$ cat src/common/stepper_pkg.sv
// shared constants and types for the stepper microstep sequencer
package stepper_pkg;

  // register byte offsets on the bus
  localparam logic [3:0] CTRL_OFFSET = 4'h0;
  localparam logic [3:0] STATUS_OFFSET = 4'h4;
  localparam logic [3:0] CURRENT_OFFSET = 4'h8;

  // control register layout, low half of the word
  typedef struct packed {
    logic [7:0] setpoint;
    logic [2:0] reserved;
    logic rotation_direction;
    logic edge_select;
    logic step_mode_sel_hi;
    logic step_mode_sel_lo;
    logic enable;
  } ctrl_t;

  // drive off, full-scale setpoint
  localparam logic [15:0] CTRL_RESET = 16'hff00;

  // electrical position in sixteenths of a full step
  localparam logic [5:0] HOME_POSITION = 6'h08;

  // timing
  localparam int CLK_PERIOD_NS = 25;
  localparam int RESET_SETTLE_US = 10;
  localparam int RESET_SETTLE_CYCLES =
    (RESET_SETTLE_US * 1000 + CLK_PERIOD_NS - 1) / CLK_PERIOD_NS;
  localparam int DIR_HOLD_US = 7;
  localparam int DIR_HOLD_CYCLES = (DIR_HOLD_US * 1000 + CLK_PERIOD_NS - 1) / CLK_PERIOD_NS;

  // current ratios in percent
  localparam logic [6:0] RATIO_FULL = 7'h64;
  localparam logic [6:0] RATIO_TWO_PHASE_HALF = 7'h47;
  localparam logic [6:0] RATIO_TABLE [0:16] = '{
    7'h00, 7'h0b, 7'h14, 7'h1e, 7'h28, 7'h2f, 7'h37, 7'h40, 7'h47,
    7'h4d, 7'h53, 7'h57, 7'h5d, 7'h5f, 7'h61, 7'h64, 7'h64
  };

  typedef enum logic [2:0] {
    FULL_STEP = 3'b000,
    HALF_STEP = 3'b001,
    QUARTER_STEP = 3'b010,
    EIGHTH_STEP = 3'b011,
    SIXTEENTH_STEP = 3'b100
  } step_mode_t;

  typedef struct packed {
    logic phase_a;
    logic phase_ab;
    logic phase_b;
    logic phase_bb;
  } drive_t;

  function automatic step_mode_t decode_mode(input ctrl_t c);
    logic [1:0] code;
    code = {c.step_mode_sel_hi, c.step_mode_sel_lo};
    if (c.edge_select) begin
      case (code)
        2'b00: decode_mode = FULL_STEP;
        2'b01: decode_mode = HALF_STEP;
        2'b10: decode_mode = QUARTER_STEP;
        default: decode_mode = EIGHTH_STEP;
      endcase
    end else begin
      case (code)
        2'b00: decode_mode = HALF_STEP;
        2'b01: decode_mode = QUARTER_STEP;
        2'b10: decode_mode = EIGHTH_STEP;
        default: decode_mode = SIXTEENTH_STEP;
      endcase
    end
  endfunction

  function automatic logic [5:0] step_size(input step_mode_t m);
    case (m)
      FULL_STEP: step_size = 6'h10;
      HALF_STEP: step_size = 6'h08;
      QUARTER_STEP: step_size = 6'h04;
      EIGHTH_STEP: step_size = 6'h02;
      default: step_size = 6'h01;
    endcase
  endfunction

endpackage

$ cat src/logic/phase_current_scaler.sv
// per-phase current ratio lookup and setpoint scaling
`timescale 1ns/1ps
module phase_current_scaler
  import stepper_pkg::*;
(
  // table indices, sixteenths from the phase zero
  input wire logic [4:0] idx_a_i,
  input wire logic [4:0] idx_b_i,
  input wire logic force_full_i,
  input wire logic [7:0] setpoint_i,
  // results
  output logic [6:0] ratio_a_o,
  output logic [6:0] ratio_b_o,
  output logic [7:0] current_a_o,
  output logic [7:0] current_b_o
);

  function automatic logic [6:0] ratio_of(input logic [4:0] idx, input logic force_full);
    logic [6:0] r;
    r = (idx > 5'h10) ? 7'h00 : RATIO_TABLE[idx];
    if (force_full && r != 7'h00) begin
      r = RATIO_FULL;
    end
    ratio_of = r;
  endfunction

  // ratio is at most 100, so the quotient never exceeds the setpoint
  function automatic logic [7:0] scale(input logic [7:0] sp, input logic [6:0] ratio);
    logic [14:0] prod;
    // widen before the product so a high setpoint does not wrap
    prod = 15'(sp) * 15'(ratio);
    scale = 8'(prod / 15'(RATIO_FULL));
  endfunction

  always_comb begin
    ratio_a_o = ratio_of(idx_a_i, force_full_i);
    ratio_b_o = ratio_of(idx_b_i, force_full_i);
    current_a_o = scale(setpoint_i, ratio_a_o);
    current_b_o = scale(setpoint_i, ratio_b_o);
  end

endmodule // phase_current_scaler

$ cat src/logic/stepper_microstep_sequencer.sv
// step sequencer with wishbone control and microstep current output
`timescale 1ns/1ps
module stepper_microstep_sequencer
  import stepper_pkg::*;
#(
  parameter int SETTLE_CYCLES = RESET_SETTLE_CYCLES
) (
  // clock and reset
  input wire logic CLOCK_I,
  input wire logic SYS_RST_I,
  // wishbone slave
  input wire logic WB_CYC_I,
  input wire logic WB_STB_I,
  input wire logic WB_WE_I,
  input wire logic [3:0] WB_ADR_I,
  input wire logic [3:0] WB_SEL_I,
  input wire logic [31:0] WB_DAT_I,
  output logic [31:0] WB_DAT_O,
  output logic WB_ACK_O,
  // step controller pins
  input wire logic STEP_CLOCK_I,
  input wire logic SYSTEM_RESET_N_I,
  // motor side
  output drive_t DRIVE_O,
  output logic [7:0] PHASE_A_CURRENT_O,
  output logic [7:0] PHASE_B_CURRENT_O
);

  typedef struct packed {
    ctrl_t ctrl;
    logic [5:0] pos;
    logic clk_last;
    logic [11:0] settle;
    logic ack;
    logic [31:0] rdata;
    drive_t drive;
    logic [6:0] ratio_a;
    logic [6:0] ratio_b;
    logic [7:0] cur_a;
    logic [7:0] cur_b;
  } state_t;

  state_t s;
  state_t next_s;

  step_mode_t mode;
  logic wb_req;
  logic rise;
  logic fall;
  logic settled;
  logic step_evt;
  logic force_full;
  logic [1:0] quad;
  logic [3:0] frac;
  logic [4:0] idx_a;
  logic [4:0] idx_b;
  logic [6:0] ratio_a;
  logic [6:0] ratio_b;
  logic [7:0] cur_a;
  logic [7:0] cur_b;

  assign mode = decode_mode(s.ctrl);
  assign wb_req = WB_CYC_I && WB_STB_I && !s.ack;
  assign rise = STEP_CLOCK_I && !s.clk_last;
  assign fall = !STEP_CLOCK_I && s.clk_last;
  assign settled = (s.settle == 12'h000);
  // disabled block ignores the step clock; edges during settling are dropped
  assign step_evt = s.ctrl.enable && settled && SYSTEM_RESET_N_I &&
    (rise || (!s.ctrl.edge_select && fall));
  // plain half step and full step run at the full setting
  assign force_full = (mode == FULL_STEP) ||
    (mode == HALF_STEP && s.ctrl.edge_select);

  // odd quadrants swap which phase sees the cosine
  assign quad = s.pos[5:4];
  assign frac = s.pos[3:0];
  assign idx_a = quad[0] ? {1'b0, frac} : 5'(5'h10 - {1'b0, frac});
  assign idx_b = quad[0] ? 5'(5'h10 - {1'b0, frac}) : {1'b0, frac};

  phase_current_scaler scaler (
    .idx_a_i(idx_a),
    .idx_b_i(idx_b),
    .force_full_i(force_full),
    .setpoint_i(s.ctrl.setpoint),
    .ratio_a_o(ratio_a),
    .ratio_b_o(ratio_b),
    .current_a_o(cur_a),
    .current_b_o(cur_b)
  );

  always_comb begin
    next_s = s;
    next_s.ack = wb_req;
    next_s.clk_last = STEP_CLOCK_I;

    if (wb_req && WB_WE_I && WB_ADR_I == CTRL_OFFSET) begin
      if (WB_SEL_I[0]) begin
        next_s.ctrl[7:0] = WB_DAT_I[7:0];
      end
      if (WB_SEL_I[1]) begin
        next_s.ctrl[15:8] = WB_DAT_I[15:8];
      end
      next_s.ctrl.reserved = 3'h0;
    end

    case (WB_ADR_I)
      CTRL_OFFSET: next_s.rdata = {16'h0000, s.ctrl};
      STATUS_OFFSET: next_s.rdata = {21'h00_0000, mode, 1'b0, settled, s.pos};
      CURRENT_OFFSET: next_s.rdata = {s.cur_b, s.cur_a, 1'b0, s.ratio_b, 1'b0, s.ratio_a};
      default: next_s.rdata = 32'h0000_0000;
    endcase

    if (!SYSTEM_RESET_N_I) begin
      next_s.pos = HOME_POSITION;
      next_s.settle = 12'(SETTLE_CYCLES);
    end else begin
      if (!settled) begin
        next_s.settle = 12'(s.settle - 12'h001);
      end
      if (step_evt) begin
        // direction sampled at the edge; the controller keeps it steady there
        if (s.ctrl.rotation_direction) begin
          next_s.pos = 6'(s.pos - step_size(mode));
        end else begin
          next_s.pos = 6'(s.pos + step_size(mode));
        end
      end
    end

    // position is kept while off, unless the motor reset pin homes it, so the excitation phase survives
    next_s.drive.phase_a = s.ctrl.enable && (quad == 2'b00 || quad == 2'b11) &&
      ratio_a != 7'h00;
    next_s.drive.phase_ab = s.ctrl.enable && (quad == 2'b01 || quad == 2'b10) &&
      ratio_a != 7'h00;
    next_s.drive.phase_b = s.ctrl.enable && !quad[1] && ratio_b != 7'h00;
    next_s.drive.phase_bb = s.ctrl.enable && quad[1] && ratio_b != 7'h00;
    next_s.ratio_a = ratio_a;
    next_s.ratio_b = ratio_b;
    next_s.cur_a = s.ctrl.enable ? cur_a : 8'h00;
    next_s.cur_b = s.ctrl.enable ? cur_b : 8'h00;
  end

  always_ff @(posedge CLOCK_I or posedge SYS_RST_I) begin
    if (SYS_RST_I) begin
      s <= '0;
      s.ctrl <= CTRL_RESET;
      s.pos <= HOME_POSITION;
      s.settle <= 12'(SETTLE_CYCLES);
    end else begin
      s <= next_s;
    end
  end

  assign WB_DAT_O = s.rdata;
  assign WB_ACK_O = s.ack;
  assign DRIVE_O = s.drive;
  assign PHASE_A_CURRENT_O = s.cur_a;
  assign PHASE_B_CURRENT_O = s.cur_b;
endmodule // stepper_microstep_sequencer

$ cat config.mk
export PLATFORM = sky130hd
export DESIGN_NAME = stepper_microstep_sequencer
export DESIGN_NICKNAME = d
export VERILOG_FILES = /design/src/common/stepper_pkg.sv /design/src/logic/phase_current_scaler.sv /design/src/logic/stepper_microstep_sequencer.sv
export SDC_FILE = /design/constraint.sdc
export NUM_CORES = 1
export LEC_CHECK = 0
export ABC_AREA = 0
export BUFFER_PORTS_ARGS = -buffer_cell sky130_fd_sc_hd__buf_2
export CAP_MARGIN = 20
export CELL_PAD_IN_SITES_DETAIL_PLACEMENT = 0
export CELL_PAD_IN_SITES_GLOBAL_PLACEMENT = 1
export CORE_MARGIN = 2
export CORE_UTILIZATION = 43
export CTS_CLUSTER_DIAMETER = 80
export DETAILED_ROUTE_END_ITERATION = 7
export PLACE_DENSITY = 0.76
export SLEW_MARGIN = 20
export SYNTH_ARGS = -nofsm -noshare
export SYNTH_HDL_FRONTEND = slang
export SYNTH_SLANG_ARGS = --single-unit
$ cat constraint.sdc
create_clock -name CLOCK_I -period 11 [get_ports CLOCK_I]
set_clock_uncertainty 0.2 [all_clocks]
set_input_delay 1.1 -clock CLOCK_I [delete_from_list [all_inputs] [get_ports CLOCK_I]]
set_output_delay 1.1 -clock CLOCK_I [all_outputs]
set_load 0.1 [all_outputs]
== Word-level counts from Yosys, hierarchy flattened ==
Memories as Yosys holds them, arrays and structs flattened.
Index checks and enable logic that the tools add are counted.

* Memory bits (writable): 0
* Bits in read-only memories: 448
* Memories kept: 2
* Bits in registers: 99
* Word-level logic and storage cells: 116
* Bits in latches: 0

* Bitwise operators: 2
* Add/sub/neg operators: 4
* $mul: 2
* Reductions and logical operators: 41
* Mux-type cells: 28
* Shifts and indexed selects: 0
* Equal/unequal tests: 12
* Div/mod/pow operators: 2
* Magnitude comparators: 4

{| class="wikitable"
|+ Memories
! memory !! words !! bits a word !! rd ports !! clocked after memory_dff !! write ports !! RTL line !! text
|-
| (no name shown) || 32 || 7 || 1 || 0 || 0 || phase_current_scaler.sv:20 || <nowiki>r = (idx > 5'h10) ? 7'h00 : RATIO_TABLE[idx];</nowiki>
|-
| (no name shown) || 32 || 7 || 1 || 0 || 0 || phase_current_scaler.sv:20 ||
|}

{| class="wikitable"
|+ Operators by type and width
! cell !! number
|-
| $pmux 32 s3 || 1
|-
| $mux 7 || 8
|-
| $mux 6 || 9
|-
| $div 15x7->15 const B || 2
|-
| $mul 8x7->15 || 2
|-
| $reduce_bool 7->1 || 4
|-
| $mux 12 || 2
|-
| $logic_and 1x1->1 || 21
|-
| $pmux 5 s4 || 1
|-
| $mux 8 || 2
|-
| $ge 6x6->1 const B || 2
|-
| $logic_not 12->1 || 1
|-
| $not 5->6 || 2
|-
| $sub 12x1->12 const B || 1
|-
| $gt 5x5->1 const B || 2
|-
| $mux 5 || 2
|-
| $pmux 3 s3 || 1
|-
| $add 6x6->6 || 1
|-
| $eq 2x2->1 const B || 3
|-
| $eq 3x2->1 const B || 2
|-
| $pmux 2 s3 || 1
|-
| $sub 6x6->6 || 1
|-
| $logic_not 1->1 || 5
|-
| $sub 5x4->5 const A || 1
|-
| other kinds (12) || 18
|}

== Depth between registers and ports, before layout ==
Gate-level depths: netlist (run 1).

* Depth in word-level cells: 13
* Mapped depth: 48
* Depth with buffers taken out: 44

== Modules after synthesis ==
A second synthesis (run 1) with hierarchy kept.

* Cells, all modules: 1429
* Area, all modules: 12495.7 µm²

{| class="wikitable"
|+ Modules (own cells, without submodules)
! module !! area each (µm²) !! times used !! cells an instance
|-
| phase_current_scaler || 8061.5 || 1 || 1048
|-
| stepper_microstep_sequencer || 4434.3 || 1 || 381
|}

== Least setup slack after synthesis (run 1) ==
No wires, ideal clock.

* Path kind: register to register
* Start point: register s, in the netlist frac[0]
* End point: register s, in the netlist PHASE_A_CURRENT_O[0]
* Setup slack: 269 ps
* Cell stages (with the launch flop): 42
* Data arrival time: 10403 ps
* Clock period less this slack: 10731 ps
* Data required time: 10673 ps
* Cells stage by stage: dfrtp_1 inv_1 ha_1 mux2i_1 inv_1 ha_1 nand2_1 nand2_1 o21ai_0 o21ai_0 nand3_1 or3_1 nand2_1 o211ai_1 and2_1 fa_1 fa_1 fa_1 (+6 left out) mux2i_2 nor3_1 or4_4 a221oi_2 o31ai_2 o31a_1 buf_4 xnor2_1 a222oi_1 nand2_1 a21boi_0 a311oi_4 mux2_4 a41o_2 xnor2_1 o41a_1 nand3_2 o211ai_2

{| class="wikitable"
|+ RTL lines
! what !! RTL line !! text
|-
| from (decl) || stepper_microstep_sequencer.sv:43 || <nowiki>state_t s;</nowiki>
|-
| from (signal assigned) || stepper_microstep_sequencer.sv:150 || <nowiki>s <= next_s;</nowiki>
|}

==> flow_summary.json, run 1 <==
{
  "hold_path_class": "reg2reg",
  "post-route-cell-area_mm2": 0.0146,
  "ys.flop_type": "dfrtp_1",
  "worstSkewPairLatency_ps": 370,
  "grt_pass1_wl_mm": 54.6,
  "tightestPinTransition_ps": 932,
  "cp_slowest_cell": "fa_1",
  "grt_max_degree": 64,
  "port_buffers": 77,
  "endpoint_kind": "flip-flop",
  "tns_ps": 0,
  "r2r_end": "PHASE_A_CURRENT_O[0]",
  "synth_nets": 1692,
  "dp.cells": 1937,
  "finalMaxSlewViolations": 0,
  "fmax_mhz": 94.9,
  "max_cap_violations": 0,
  "die_y_um": 175,
  "diodes": 0,
  "synth_top_area_share_pct": 17.1,
  "arrival_ps": 10630,
  "r2r_slack_ps": 470,
  "worstRegToRegCells": 44,
  "placementRows": 62,
  "crit_path_frequent_cell": "buf_4",
  "route.detailed.drc": 0,
  "clk_path_buf_depth": 2,
  "avgRoutedWirePerCell_um": 16.6,
  "yosys-top-cells-area": "dfrtp_1 17%, fa_1 9.4%, ha_1 8.9%",
  "crit_type": "reg2reg",
  "p_per_area_mw_per_mm2": 154,
  "initial_core_util_pct": 43.7,
  "ant_nets": 0,
  "drive_gt1_share_pct": 25.3,
  "grt-ovfl-total": 0,
  "antenna_found_initial": 0,
  "nets": 1788,
  "grt_pass1_vias": 10900,
  "die_w_um": 175,
  "slew_headroom_pct": 37.6,
  "cts_made_buffers": 9,
  "yosysWarnings": 0,
  "core-area_mm2": 0.0288,
  "die-area_mm2": 0.0307,
  "irDropWorstVdd_v": 0.000103,
  "finalWirelength_mm": 32.9,
  "netlist_instances": 1496,
  "p_total_mw": 2.25,
  "ys_async_sr_fraction_pct": 100,
  "holdPathStages": 1,
  "leakagePower_nw": 6.66,
  "cp_slowest_stage_delay_ps": 520,
  "final_common_cell": "nand2_1",
  "clk_pin_slew_ps": 80,
  "hold_end": "WB_ACK_O",
  "netlist_area_mm2": 0.0126,
  "syn_area_per_cell_um2": 8.41,
  "cp-startpoint": "frac[1]",
  "crit_path_max_fanout": 9,
  "ios": 100,
  "root_buffer": "clkbuf_16",
  "min_period_over_period_pct": 95.8,
  "hold_viol_final": 0,
  "vias": 11500,
  "routabilityCongestion": 0.885,
  "r2r-start": "frac[1]",
  "area_growth_pct": 16.0,
  "grt_usage_pct": 21.3,
  "synth_edf_count": 0,
  "fin_cells": 1981,
  "cp.required_ps": 11100,
  "mostFrequentLayoutCells": "140 x nand2_1, 115 x buf_4, 107 x and2_1",
  "yosysSeqAreaShare_pct": 19.6,
  "drt_pass1_iterations": 5,
  "status": "finished, final reports clean",
  "first_iter_violations": 749,
  "fin_crit_ps": 10530,
  "clock_sinks": 98,
  "post-dp-hpwl_mm": 24.2,
  "ys_ff_latch": 98,
  "placed_area_mm2": 0.0135,
  "setup-violations-final": 0,
  "cp-start-kind": "flip-flop",
  "viasPerCell": 5.80,
  "cts_hold_buf": 0,
  "tritoncts": "yes",
  "synth_cell_types": 116,
  "yosysTopAreaCell": "dfrtp_1",
  "cts-htree-levels": 3,
  "hp-start": "WB_ACK_O"
}
==> timing repair <==
action                     in CTS  in global routing
pin swaps                       0                 43
buffers inserted                0                 26
resized for setup               8                121
setup endpoints to repair       2                  6
cloned                          0                  2
==> power breakdown <==
part	internal [mW]	switching (mW)	total, mW	leakage [nW]
clock	0.183	0.166	0.350	0.153
sequential	0.379	0.0199	0.398	1.27
combinational	0.608	0.894	1.50	5.24
==> worst max path at each step <==
stage | to | slack [ps] | depth (start not counted)
finish | PHASE_A_CURRENT_O[0] | 470 | 44
global route | PHASE_B_CURRENT_O[0] | -80 | 43
CTS | PHASE_A_CURRENT_O[0] | 10 | 44
detailed placement | PHASE_B_CURRENT_O[0] | -130 | 42
global placement | PHASE_A_CURRENT_O[0] | -40 | 41
floorplan | PHASE_A_CURRENT_O[0] | 270 | 41
==> sequential cells by signal (all words and copies together), names as in the netlist <==
register and count:
frac 4, WB_DAT_O 31, DRIVE_O 4, WB_ACK_O 1
s 40, PHASE_A_CURRENT_O 8, PHASE_B_CURRENT_O 8, quad 2
==> area by class of cell <==
class	count	area, µm²
clock buffer	9	225
clock inverter	7	93.8
fill	2785	14200
inverter	78	295
multi-input combinational	1210	9760
sequential	98	2470
tap	384	480
timing repair buffer	195	1280
==> critical path: cells and delay by family (launching register included) <==
kind	cells	cell delay (ps)
muxes	3	660
and+or+nand+nor	13	2170
buffers and inverters	8	1290
DFF	1	450
xor gates and xnor gates	1	410
AOI/OAI and AO/OA	11	2260
adders and majority gates	8	3020
==> through the flow <==
step	hold WS [ps]	utilization [%]	worst slack, ps
floorplan	214	-	269
global placement	221	46.8	-41.4
detailed placement	220	46.8	-129
CTS	230	48.0	13.8
global route	264	50.7	-77.1
finish	229	50.7	465
==> routing by layer <==
layer	vias up	part of all wire (%)	GRT usage (%)
met5	-	0	0
met1	5601	48	29.5
li1	5581	-	-
met4	0	1.4	4.58
met3	35	3.9	2.87
met2	276	47	35.5
==> logic make-up (layout without fill, tap and decap cells) <==
group	Yosys count	after routing	synth area share (%)
adders and majority gates	152	152	18.6
xor gates and xnor gates	57	57	4.03
and+or+nand+nor	535	535	21.7
buffers and inverters	189	289	7.78
muxes	33	33	2.87
other	1	1	0.0298
AOI/OAI and AO/OA	431	432	25.4
DFF	98	98	19.6
==> Yosys cell counts, drive strengths merged, types with 16 or more instances <==
cell    count
ha         90
and2      111
xnor2      34
mux2       19
a21oi      76
xor2       23
a31oi      16
dfrtp      86
nand3      36
a211oi     25
nand2     148
clkbuf     33
nor4       16
fa         59
inv        76
buf        78
o211ai     34
o21a       21
o21ai      85
nor2       88
nor3       43
nand2b     17
No activity file was read; power rests on OpenSTA's default activity.
==> inputs of run 2 (changes only) <==
BUFFER_PORTS_ARGS = not set   (was -buffer_cell sky130_fd_sc_hd__buf_2)
CORE_UTILIZATION = 46   (was 43)
DONT_BUFFER_PORTS = 1   (was not set)
GPL_TIMING_DRIVEN = 0   (was not set)
==> flow_summary.json, run 2 (synthesis results as in run 1) <==
{
  "slew_headroom_pct": 22.9,
  "fin_cells": 1920,
  "min_period_over_period_pct": 96.7,
  "nets": 1770,
  "hold_path_class": "reg2reg",
  "fmax_mhz": 94.0,
  "p_per_area_mw_per_mm2": 150,
  "crit_path_max_fanout": 7,
  "fin_util_pct": 55.9,
  "ant_nets": 0,
  "core-area_mm2": 0.0269,
  "crit_type": "reg2reg",
  "arrival_ps": 10700,
  "die_y_um": 169,
  "ios": 100,
  "grt_max_degree": 67,
  "die_w_um": 169,
  "setup-violations-final": 0,
  "clk_pin_slew_ps": 80,
  "cp_slowest_stage_delay_ps": 560,
  "status": "finished, final reports clean",
  "first_iter_violations": 716,
  "port_buffers": 0,
  "route.detailed.drc": 0,
  "fill_cells": 2506,
  "post-route-cell-area_mm2": 0.0150,
  "die-area_mm2": 0.0287,
  "drive_gt1_share_pct": 25.9,
  "cts_made_buffers": 9,
  "cp-start-kind": "flip-flop",
  "finalWirelength_mm": 34.6,
  "clk_path_buf_depth": 2,
  "grt_pass1_wl_mm": 56.4,
  "final_common_cell": "nand2_1",
  "placed_area_mm2": 0.0130,
  "leakagePower_nw": 6.58,
  "grt_pass1_vias": 11100,
  "post-dp-hpwl_mm": 24.8,
  "p_total_mw": 2.26,
  "tritoncts": "yes",
  "root_buffer": "clkbuf_16",
  "antenna_found_initial": 0,
  "cts_hold_buf": 0,
  "grt-ovfl-total": 0,
  "area_growth_pct": 19.5,
  "worstSkewPairLatency_ps": 370,
  "rsz0062_at_grt": "true",
  "cp.required_ps": 11060,
  "tns_ps": 0,
  "dp.cells": 1838,
  "grt_usage_pct": 23.9,
  "mostFrequentLayoutCells": "139 x nand2_1, 125 x buf_4, 107 x and2_1",
  "cp_slowest_cell": "fa_1",
  "avgRoutedWirePerCell_um": 18.0,
  "cts-htree-levels": 3,
  "finalMaxSlewViolations": 0,
  "viasPerCell": 5.99,
  "seq_area_mm2": 0.00247,
  "endpoint_kind": "flip-flop",
  "largest_register_ffs": 40,
  "vias": 11500,
  "clock_sinks": 98,
  "hold_viol_final": 0,
  "top_register": "s",
  "fin_crit_ps": 10640,
  "drt_pass1_iterations": 5,
  "diodes": 0,
  "initial_core_util_pct": 46.8,
  "routabilityCongestion": 0.874,
  "placementRows": 60,
  "max_cap_violations": 0,
  "tightestPinTransition_ps": 1150,
  "multi_input_area_mm2": 0.0102,
  "irDropWorstVdd_v": 0.000131
}
## run 2: per-stage QoR
stage | setup slack, ps | hold WS, ps
after floorplan | 269 | 214
after global placement | -1600 | 222
after detailed placement | -1570 | 222
after CTS | 23.0 | 243
after global routing | -137 | 281
final | 358 | 245
## run 2: worst max-delay path: cells and delay by family (launching register included)
family                     cells  cell delay, ps
buffers and inverters          7             720
and+or+nand+nor               11            2110
adders and majority gates      7            2840
xor gates and xnor gates       2             520
DFF                            1             390
AOI/OAI and AO/OA             16            3610
muxes                          1             120
## run 2: repair_timing
action | 4_1_cts | 5_1_grt
endpoints found under the setup margin | 8 | 6
resized for setup | 71 | 170
pin swaps | 15 | 63
buffers inserted | 30 | 42
cloned | 1 | 0
## run 2: area by class of cell
type | instances | share of cell area, %
multi-input combinational | 1210 | 68.0
sequential | 98 | 16.4
buffer | 104 | 4.68
timing repair buffer | 73 | 4.16
tap | 341 | 2.84
inverter | 78 | 2.05
clock buffer | 10 | 1.52
clock inverter | 6 | 0.333
## run 2: power breakdown
part / internal, mW / switching, mW
registers: 0.378 / 0.0170
logic: 0.628 / 0.917
clock network: 0.156 / 0.159
total: 1.16 / 1.09
## run 2: worst paths after layout
path | endpoint | startpoint | slack [ps] | depth (start not counted)
max in group asynchronous | s[100] | SYS_RST_I | 9550 | 2
worst max-delay path | PHASE_B_CURRENT_O[0] | frac[0] | 360 | 44
worst min register to register | WB_DAT_O[3] | s[26] | 240 | 2
worst min-delay path | WB_DAT_O[3] | s[26] | 240 | 2
min in group asynchronous | PHASE_A_CURRENT_O[3] | SYS_RST_I | 370 | 1
worst max register to register | PHASE_B_CURRENT_O[0] | frac[0] | 360 | 44
## run 2: per-layer routing
metal	global-route usage, %	wire [µm]	up-vias
met5	0	0	-
met4	5.72	617	0
met3	3.57	1640	47
met2	40.8	16900	289
met1	31.8	15400	5624
li1	-	-	5538
